**src/design/wwc_defines.svh**
```systemverilog
`ifndef WWC_DEFINES_SVH
`define WWC_DEFINES_SVH
// register offsets
`define WWC_OFF_WAKE_CFG 8'h00
`define WWC_OFF_SYS_CTRL 8'h04
`define WWC_OFF_CLK_STOP 8'h08
`define WWC_OFF_WAIT_CMD 8'h0C
`define WWC_OFF_STATUS 8'h10
// wake_clock_config_reg fields
`define WWC_WSEL_LSB 0
`define WWC_PRESC_LSB 2
`define WWC_STAB_LSB 8
// system_clock_ctrl_reg fields
`define WWC_DIV_LSB 0
`define WWC_FSTOP_BIT 4
`define WWC_FSTOP_WAIT_BIT 5
`define WWC_LPE_BIT 6
`define WWC_CLKOUT_BIT 7
// clock_stop_ctrl_reg fields
`define WWC_SRC_LSB 0
`define WWC_XIN_RUN_BIT 2
`define WWC_HOCO_RUN_BIT 3
`define WWC_LOCO_STOP_BIT 4
`define WWC_XIN_PINS_BIT 5
// wait command and status fields
`define WWC_WAIT_GO_BIT 0
`define WWC_ST_CPU_BIT 8
`define WWC_ST_FLASH_BIT 9
`define WWC_ST_LP_BIT 10
// writable masks and reset values
`define WWC_WAKE_CFG_MASK 32'h00000F1F
`define WWC_SYS_CTRL_MASK 32'h000000F7
`define WWC_CLK_STOP_MASK 32'h0000003F
`define WWC_WAKE_CFG_RST 32'h00000002
`define WWC_SYS_CTRL_RST 32'h00000000
`define WWC_CLK_STOP_RST 32'h00000002
// timing
`define WWC_CLK_MHZ 250
`define WWC_PWR_STAB_US 100
`define WWC_FLASH_ACT_US 60
`define WWC_RESTART_CPU_CYC 2
`define WWC_ISEQ_CPU_CYC 20
`define WWC_STAB_UNIT_CYC 256
`endif

```
**src/design/wwc_pkg.sv**
```systemverilog
package wwc_pkg;
   typedef enum logic [1:0] {
      WWC_SRC_XIN = 2'h0,
      WWC_SRC_HOCO = 2'h1,
      WWC_SRC_LOCO = 2'h2
   } wwc_src_type;
   typedef enum logic [6:0] {
      WWC_ST_RUN = 7'h01,
      WWC_ST_WAIT = 7'h02,
      WWC_ST_PWR = 7'h04,
      WWC_ST_FLASH = 7'h08,
      WWC_ST_STAB = 7'h10,
      WWC_ST_RESTART = 7'h20,
      WWC_ST_ISEQ = 7'h40
   } wwc_state_type;
endpackage : wwc_pkg

```
**src/design/wwc_phase_timer.sv**
```systemverilog
`timescale 1ns/1ps
`default_nettype none
module wwc_phase_timer #(
   parameter int TW = 16
) (
   input wire logic clk_i,
   input wire logic rst_i,
   input wire logic load_i,
   input wire logic [TW-1:0] load_val_i,
   input wire logic tick_i,
   output logic done_o
);
   logic [TW-1:0] cnt_reg;
   logic [TW-1:0] cnt_next;
   logic arm_reg;
   logic arm_next;
   logic done_reg;
   logic done_next;

   // counts load_val_i ticks, then one done pulse
   always_comb
   begin
      cnt_next = cnt_reg;
      arm_next = arm_reg;
      done_next = 1'b0;
      if (load_i)
      begin
         cnt_next = load_val_i;
         arm_next = 1'b1;
      end
      else if (arm_reg && tick_i)
      begin
         if (cnt_reg <= TW'(1))
         begin
            arm_next = 1'b0;
            done_next = 1'b1;
         end
         else
         begin
            cnt_next = cnt_reg - TW'(1);
         end
      end
   end

   always_ff @(posedge clk_i)
   begin
      if (rst_i)
      begin
         cnt_reg <= '0;
         arm_reg <= 1'b0;
         done_reg <= 1'b0;
      end
      else
      begin
         cnt_reg <= cnt_next;
         arm_reg <= arm_next;
         done_reg <= done_next;
      end
   end

   assign done_o = done_reg;
endmodule : wwc_phase_timer
`default_nettype wire

```
**src/design/wwc_top.sv**
```systemverilog
`timescale 1ns/1ps
`default_nettype none
`include "wwc_defines.svh"
module wwc_top #(
   parameter int PWR_STAB_CYC = `WWC_PWR_STAB_US * `WWC_CLK_MHZ,
   parameter int FLASH_ACT_CYC = `WWC_FLASH_ACT_US * `WWC_CLK_MHZ,
   parameter int STAB_UNIT_CYC = `WWC_STAB_UNIT_CYC,
   parameter int TW = 16
) (
   input wire logic clk_i,
   input wire logic rst_i,
   input wire logic wb_cyc_i,
   input wire logic wb_stb_i,
   input wire logic wb_we_i,
   input wire logic [7:0] wb_adr_i,
   input wire logic [3:0] wb_sel_i,
   input wire logic [31:0] wb_dat_i,
   output logic [31:0] wb_dat_o,
   output logic wb_ack_o,
   input wire logic wake_irq_i,
   output logic cpu_clk_en_o,
   output logic irq_exec_o,
   output wwc_pkg::wwc_src_type sys_clk_sel_o,
   output logic [2:0] clk_div_o,
   output logic xin_osc_en_o,
   output logic hoco_en_o,
   output logic loco_en_o,
   output logic xin_pins_osc_o,
   output logic clkout_en_o,
   output logic flash_en_o,
   output logic low_power_o
);
   import wwc_pkg::*;

   localparam logic [TW-1:0] PWR_LD = TW'(PWR_STAB_CYC);
   localparam logic [TW-1:0] FLASH_LD = TW'(FLASH_ACT_CYC);
   localparam logic [TW-1:0] RESTART_LD = TW'(`WWC_RESTART_CPU_CYC);
   localparam logic [TW-1:0] ISEQ_LD = TW'(`WWC_ISEQ_CPU_CYC);

   // byte-lane merge of a write into a register
   function automatic logic [31:0] wmerge(input logic [31:0] old,
                                          input logic [31:0] dat,
                                          input logic [3:0] sel,
                                          input logic [31:0] mask);
      logic [31:0] res;
      res = old;
      for (int i = 0; i < 4; i++)
      begin
         if (sel[i])
         begin
            res[i*8 +: 8] = dat[i*8 +: 8];
         end
      end
      return res & mask;
   endfunction : wmerge

   // one pulse every 2^div system clocks
   function automatic logic cpu_tick(input logic [6:0] cnt,
                                     input logic [2:0] div);
      logic [6:0] m;
      m = 7'((8'h01 << div) - 8'h01);
      return (cnt & m) == m;
   endfunction : cpu_tick

   function automatic logic [TW-1:0] stab_cycles(input logic [3:0] f);
      return TW'((32'(f) + 32'h1) * 32'(STAB_UNIT_CYC));
   endfunction : stab_cycles

   wwc_state_type state_reg;
   wwc_state_type state_next;
   logic first_reg;
   logic first_next;
   logic [31:0] wake_cfg_reg;
   logic [31:0] wake_cfg_next;
   logic [31:0] sys_ctrl_reg;
   logic [31:0] sys_ctrl_next;
   logic [31:0] clk_stop_reg;
   logic [31:0] clk_stop_next;
   logic [1:0] prev_src_reg;
   logic [1:0] prev_src_next;
   logic [6:0] div_cnt_reg;
   logic [6:0] div_cnt_next;
   logic cpu_en_reg;
   logic cpu_en_next;
   logic irq_exec_reg;
   logic irq_exec_next;
   logic flash_en_reg;
   logic flash_en_next;
   logic lp_reg;
   logic lp_next;
   logic pins_osc_reg;
   logic pins_osc_next;
   logic clkout_reg;
   logic clkout_next;
   logic ack_reg;
   logic ack_next;
   logic [31:0] rdat_reg;
   logic [31:0] rdat_next;
   logic wr;
   logic advance;
   logic tmr_load;
   logic [TW-1:0] tmr_val;
   logic tmr_tick;
   logic tmr_done;
   logic [1:0] wake_sel;
   logic [1:0] cur_src;

   assign wake_sel = wake_cfg_reg[`WWC_WSEL_LSB +: 2];
   assign cur_src = clk_stop_reg[`WWC_SRC_LSB +: 2];
   assign wr = wb_cyc_i && wb_stb_i && wb_we_i && !ack_reg;

   wwc_phase_timer #(
      .TW(TW)
   ) u_timer (
      .clk_i(clk_i),
      .rst_i(rst_i),
      .load_i(tmr_load),
      .load_val_i(tmr_val),
      .tick_i(tmr_tick),
      .done_o(tmr_done)
   );

   // register file and wake-up sequencer
   always_comb
   begin
      state_next = state_reg;
      wake_cfg_next = wake_cfg_reg;
      sys_ctrl_next = sys_ctrl_reg;
      clk_stop_next = clk_stop_reg;
      prev_src_next = prev_src_reg;
      div_cnt_next = div_cnt_reg + 7'h01;
      cpu_en_next = cpu_en_reg;
      flash_en_next = flash_en_reg;
      lp_next = lp_reg;
      irq_exec_next = 1'b0;
      advance = 1'b0;
      tmr_load = 1'b0;
      tmr_val = '0;
      tmr_tick = 1'b1;
      if (wr)
      begin
         if (wb_adr_i == `WWC_OFF_WAKE_CFG)
         begin
            wake_cfg_next = wmerge(wake_cfg_reg, wb_dat_i, wb_sel_i,
                                   `WWC_WAKE_CFG_MASK);
         end
         else if (wb_adr_i == `WWC_OFF_SYS_CTRL)
         begin
            sys_ctrl_next = wmerge(sys_ctrl_reg, wb_dat_i, wb_sel_i,
                                   `WWC_SYS_CTRL_MASK);
         end
         else if (wb_adr_i == `WWC_OFF_CLK_STOP)
         begin
            clk_stop_next = wmerge(clk_stop_reg, wb_dat_i, wb_sel_i,
                                   `WWC_CLK_STOP_MASK);
         end
      end
      case (state_reg)
         WWC_ST_RUN:
         begin
            if (wr && wb_adr_i == `WWC_OFF_WAIT_CMD && wb_sel_i[0]
                && wb_dat_i[`WWC_WAIT_GO_BIT])
            begin
               state_next = WWC_ST_WAIT;
               prev_src_next = cur_src;
               cpu_en_next = 1'b0;
               lp_next = sys_ctrl_reg[`WWC_LPE_BIT];
               if (sys_ctrl_reg[`WWC_FSTOP_WAIT_BIT])
               begin
                  flash_en_next = 1'b0;
               end
            end
         end
         WWC_ST_WAIT:
         begin
            if (wake_irq_i)
            begin
               state_next = WWC_ST_PWR;
               clk_stop_next[`WWC_SRC_LSB +: 2] = wake_sel;
               sys_ctrl_next[`WWC_DIV_LSB +: 3] =
                  wake_cfg_reg[`WWC_PRESC_LSB +: 3];
               if (wake_sel == WWC_SRC_HOCO)
               begin
                  clk_stop_next[`WWC_HOCO_RUN_BIT] = 1'b1;
               end
               if (wake_sel == WWC_SRC_LOCO)
               begin
                  clk_stop_next[`WWC_LOCO_STOP_BIT] = 1'b0;
               end
            end
         end
         WWC_ST_PWR:
         begin
            if (first_reg)
            begin
               tmr_load = sys_ctrl_reg[`WWC_LPE_BIT];
               tmr_val = PWR_LD;
               advance = !sys_ctrl_reg[`WWC_LPE_BIT];
            end
            else
            begin
               advance = tmr_done;
            end
            if (advance)
            begin
               state_next = WWC_ST_FLASH;
               lp_next = 1'b0;
            end
         end
         WWC_ST_FLASH:
         begin
            if (first_reg)
            begin
               tmr_load = !sys_ctrl_reg[`WWC_FSTOP_BIT]
                          && sys_ctrl_reg[`WWC_FSTOP_WAIT_BIT];
               tmr_val = FLASH_LD;
               advance = !tmr_load;
            end
            else
            begin
               advance = tmr_done;
            end
            if (advance)
            begin
               state_next = WWC_ST_STAB;
               flash_en_next = !sys_ctrl_reg[`WWC_FSTOP_BIT];
            end
         end
         WWC_ST_STAB:
         begin
            if (first_reg)
            begin
               tmr_load = cur_src != prev_src_reg;
               tmr_val = stab_cycles(wake_cfg_reg[`WWC_STAB_LSB +: 4]);
               advance = !tmr_load;
            end
            else
            begin
               advance = tmr_done;
            end
            if (advance)
            begin
               state_next = WWC_ST_RESTART;
            end
         end
         WWC_ST_RESTART:
         begin
            tmr_tick = cpu_tick(div_cnt_reg, sys_ctrl_reg[`WWC_DIV_LSB +: 3]);
            tmr_load = first_reg;
            tmr_val = RESTART_LD;
            if (!first_reg && tmr_done)
            begin
               state_next = WWC_ST_ISEQ;
               cpu_en_next = 1'b1;
            end
         end
         WWC_ST_ISEQ:
         begin
            tmr_tick = cpu_tick(div_cnt_reg, sys_ctrl_reg[`WWC_DIV_LSB +: 3]);
            tmr_load = first_reg;
            tmr_val = ISEQ_LD;
            if (!first_reg && tmr_done)
            begin
               state_next = WWC_ST_RUN;
               irq_exec_next = 1'b1;
            end
         end
         default:
         begin
            state_next = WWC_ST_RUN;
         end
      endcase
      first_next = state_next != state_reg;
      pins_osc_next = clk_stop_next[`WWC_XIN_PINS_BIT]
                      || clk_stop_next[`WWC_SRC_LSB +: 2] == WWC_SRC_XIN;
      clkout_next = sys_ctrl_next[`WWC_CLKOUT_BIT]
                    && clk_stop_next[`WWC_SRC_LSB +: 2] != WWC_SRC_XIN;
   end

   always_ff @(posedge clk_i)
   begin
      if (rst_i)
      begin
         state_reg <= WWC_ST_RUN;
         first_reg <= 1'b0;
         wake_cfg_reg <= `WWC_WAKE_CFG_RST;
         sys_ctrl_reg <= `WWC_SYS_CTRL_RST;
         clk_stop_reg <= `WWC_CLK_STOP_RST;
         prev_src_reg <= WWC_SRC_LOCO;
         div_cnt_reg <= 7'h00;
         cpu_en_reg <= 1'b1;
         irq_exec_reg <= 1'b0;
         flash_en_reg <= 1'b1;
         lp_reg <= 1'b0;
         pins_osc_reg <= 1'b0;
         clkout_reg <= 1'b0;
      end
      else
      begin
         state_reg <= state_next;
         first_reg <= first_next;
         wake_cfg_reg <= wake_cfg_next;
         sys_ctrl_reg <= sys_ctrl_next;
         clk_stop_reg <= clk_stop_next;
         prev_src_reg <= prev_src_next;
         div_cnt_reg <= div_cnt_next;
         cpu_en_reg <= cpu_en_next;
         irq_exec_reg <= irq_exec_next;
         flash_en_reg <= flash_en_next;
         lp_reg <= lp_next;
         pins_osc_reg <= pins_osc_next;
         clkout_reg <= clkout_next;
      end
   end

   // wishbone answer and read data
   always_comb
   begin
      ack_next = wb_cyc_i && wb_stb_i && !ack_reg;
      rdat_next = 32'h00000000;
      if (ack_next && !wb_we_i)
      begin
         if (wb_adr_i == `WWC_OFF_WAKE_CFG)
         begin
            rdat_next = wake_cfg_reg;
         end
         else if (wb_adr_i == `WWC_OFF_SYS_CTRL)
         begin
            rdat_next = sys_ctrl_reg;
         end
         else if (wb_adr_i == `WWC_OFF_CLK_STOP)
         begin
            rdat_next = clk_stop_reg;
         end
         else if (wb_adr_i == `WWC_OFF_STATUS)
         begin
            rdat_next[6:0] = state_reg;
            rdat_next[`WWC_ST_CPU_BIT] = cpu_en_reg;
            rdat_next[`WWC_ST_FLASH_BIT] = flash_en_reg;
            rdat_next[`WWC_ST_LP_BIT] = lp_reg;
         end
      end
   end

   always_ff @(posedge clk_i)
   begin
      if (rst_i)
      begin
         ack_reg <= 1'b0;
         rdat_reg <= 32'h00000000;
      end
      else
      begin
         ack_reg <= ack_next;
         rdat_reg <= rdat_next;
      end
   end

   assign wb_ack_o = ack_reg;
   assign wb_dat_o = rdat_reg;
   assign cpu_clk_en_o = cpu_en_reg;
   assign irq_exec_o = irq_exec_reg;
   assign sys_clk_sel_o = wwc_src_type'(clk_stop_reg[`WWC_SRC_LSB +: 2]);
   assign clk_div_o = sys_ctrl_reg[`WWC_DIV_LSB +: 3];
   assign xin_osc_en_o = clk_stop_reg[`WWC_XIN_RUN_BIT];
   assign hoco_en_o = clk_stop_reg[`WWC_HOCO_RUN_BIT];
   assign loco_en_o = !clk_stop_reg[`WWC_LOCO_STOP_BIT];
   assign xin_pins_osc_o = pins_osc_reg;
   assign clkout_en_o = clkout_reg;
   assign flash_en_o = flash_en_reg;
   assign low_power_o = lp_reg;
endmodule : wwc_top
`default_nettype wire

```
**config.mk**
```make
export PLATFORM = sky130hd
export DESIGN_NAME = wwc_top
export DESIGN_NICKNAME = d
export VERILOG_FILES = /design/src/design/wwc_pkg.sv /design/src/design/wwc_phase_timer.sv /design/src/design/wwc_top.sv
export VERILOG_INCLUDE_DIRS = /design/src /design/src/design
export SDC_FILE = /design/constraint.sdc
export NUM_CORES = 1
export LEC_CHECK = 0
export BUFFER_PORTS_ARGS = -buffer_cell sky130_fd_sc_hd__buf_4
export CORE_MARGIN = 2
export CORE_UTILIZATION = 39
export DETAILED_ROUTE_END_ITERATION = 12
export HOLD_SLACK_MARGIN = 0.06
export SYNTH_ARGS = -nofsm -noshare
export SYNTH_HDL_FRONTEND = slang
export SYNTH_HIERARCHICAL = 1
export SYNTH_SLANG_ARGS = --single-unit
```
**constraint.sdc**
```tcl
create_clock -name clk_i -period 5.9 [get_ports clk_i]
set_clock_uncertainty 0.15 [all_clocks]
set_input_delay 0.59 -clock clk_i [delete_from_list [all_inputs] [get_ports clk_i]]
set_output_delay 0.59 -clock clk_i [all_outputs]
set_load 0.01 [all_outputs]
```
==> flow_summary.ini <==
[grt]
gr-total-overflow = 0
grt_pass1_vias = 3613
gr-usage-all-layers_pct = 19.56
grt_pass1_wl_um = 18120
grt_max_degree = 65
antenna_found_initial = 0

[timing]
rsz0062_at_grt = no
drv_slew = 0
worst_pin_slew_ns = 1.189
finalCritPeriodShare_pct = 71.04
hold_viol = 0
finalSetupViolations = 0
slew_headroom_pct = 20.38
fin_crit_ns = 4.191
setup_tns_ns = 0
fmax_mhz = 238.6

[yosys]
postSynthRegisterBits = 76
netlist_area_mm2 = 0.004220
seq_area_frac_synth_pct = 36.05
synth.distinct_cells = 69
synth-edff-count = 0
ys.flop_type = dfxtp_1
yosysWarnings = 6
avgSynthCellArea_um2 = 8.195
postSynthCellCount = 515
synthArstFlopShare_pct = 0

[pwr]
p_sw_share_pct = 23.85
seqPwrFrac_pct = 54.3
leakage_nw = 1.803
switchingPower_w = 0.0002273
comb_power_share_pct = 4.9
clock_power_share_pct = 40.8
ir_drop_mv = 0.1322
p_per_area_mw_per_mm2 = 200.2
cell_internal_pwr_w = 0.0007259

[die]
core_area_mm2 = 0.01042
ios = 97
initial_core_util_pct = 40.52
die_w_um = 108.0
core.rowCount = 37
die-area_mm2 = 0.01167
die_h_um = 108.0

[layout]
fin_util_pct = 45.72
multi_input_area_mm2 = 0.002421
nNetsFinal = 606
diodes = 0
layout_commonest_cell = dfxtp_1
drive_gt1_share_pct = 15.62
register_area_mm2 = 0.001521
largest_reg_flops = 16
area_growth_syn_to_layout_pct = 12.84
final_cell_mix = dfxtp_1 (76), nor2_1 (69), buf_4 (55)
fillers = 1055

[cts]
cts_tree = yes
path_clk_slew_ns = 0.08
cts_setup_buffers = 0
htreeDepth = 3
cts-resized-gates = 0
root_buffer = clkbuf_8
clock_sinks = 76
cts_hold_buf = 0
insertion_delay_ns = 0.36
numCtsBuffers = 9
clockBufferDepth = 2

[placed_design]
dp_hpwl_um = 7800
place_congestion = 0.8613
portBuffers = 54

[route]
drt_wl_total_um = 10960
drt_iter0_drc = 310
first_pass_iters = 5
postRouteAntennaNets = 0
wl_per_cell_um = 15.81
dr_total_vias = 3879
route.detailed.drc = 0
via_per_inst = 5.597

[worst_setup_path]
crit_path_start_kind = flip-flop
cp-end-kind = flip-flop
crit_type = flip-flop to flip-flop
crit_required_ns = 6.01
worstPathArrival_ns = 4.31
critPathMaxFanout = 17

[flow_run]
cap_violations = 0

[status]
outcome = finished, final reports clean

[min_path]
hold_path_class = primary input to flip-flop
[kinds of logic after synthesis]
logic type / Yosys count / synth area share, %
simple gates: 221 / 28.17
compound gates: 113 / 17.94
flops: 76 / 36.05
buf+inv: 65 / 8.538
mux: 25 / 5.959
xor+xnor: 10 / 2.075
fa+ha+maj: 4 / 1.186
other cells: 1 / 0.08886
[final timing paths]
kind,start,end,slack (ns),depth (start not counted)
worst min register to register,prev_src_reg[0],prev_src_reg[0],0.32,2
worst min-delay path,wb_dat_i[1],wake_cfg_reg[1],0.30,2
worst max register to register,state_reg[3],u_timer/cnt_reg[12],1.71,11
worst max-delay path,state_reg[3],u_timer/cnt_reg[12],1.71,11
[worst max-delay path: stages (launching register included)]
cell	delay, ns
dfxtp_1	0.60
nor4_1	0.12
and3_1	0.29
and3_1	0.20
a21oi_1	0.10
and4_1	0.59
buf_4	0.32
nor4_1	0.10
and2_1	0.22
a31oi_1	0.90
o21ai_0	0.21
a221oi_1	0.30
[cell usage after synthesis (8+ instances only)]
library cell	number	area, µm²
a221oi_1	8	70.07
inv_1	13	48.80
buf_4	26	195.2
nand2_1	41	153.9
a21oi_1	33	165.2
buf_2	9	45.04
mux2i_1	24	240.2
nand3_1	18	90.09
a31oi_1	8	50.05
a211oi_1	10	75.07
nor2_1	69	259.0
clkbuf_1	13	48.80
o21ai_0	20	100.1
dfxtp_1	76	1521
nor3_1	16	80.08
nand2b_1	8	50.05
nor4_1	9	56.30
[area by class of cell]
type | instances | share of cell area (%)
Clock buffer | 11 | 2.759
Inverter | 14 | 1.104
Clock inverter | 5 | 1.104
Timing Repair Buffer | 55 | 8.671
Multi-Input combinational cell | 396 | 50.84
Tap cell | 136 | 3.573
Sequential cell | 76 | 31.95
[metrics by stage]
step	power, W	cells	setup WS (ns)	instance area, µm²	hold slack, ns
after floorplan	0.0005625	537	3.087	4303	0.2988
after global placement	0.0005750	677	1.877	4578	0.3075
after detailed placement	0.0005756	677	1.824	4578	0.3143
after CTS	0.0009599	693	1.810	4762	0.2935
after global routing	0.0009864	693	1.286	4762	0.2955
final	0.0009532	693	1.709	4762	0.2990
[power by group through the flow]
stage                     Combinational [W]  Clock (W)  Sequential, W
after global routing              0.0000505   0.000418       0.000518
final                             0.0000464   0.000389       0.000517
after CTS                         0.0000463   0.000396       0.000517
after global placement            0.0000455          0       0.000529
after detailed placement          0.0000460          0       0.000530
after floorplan                   0.0000335          0       0.000529
[routing by layer]
layer | vias up | global-route usage (%) | share of wire [%]
li1 | 1886 | - | -
met5 | - | 0 | 0
met3 | 13 | 3.074 | 5.1
met1 | 1867 | 27.16 | 49
met4 | 0 | 8.150 | 1.6
met2 | 113 | 30.19 | 44
Power figures use the tool's default switching activity.
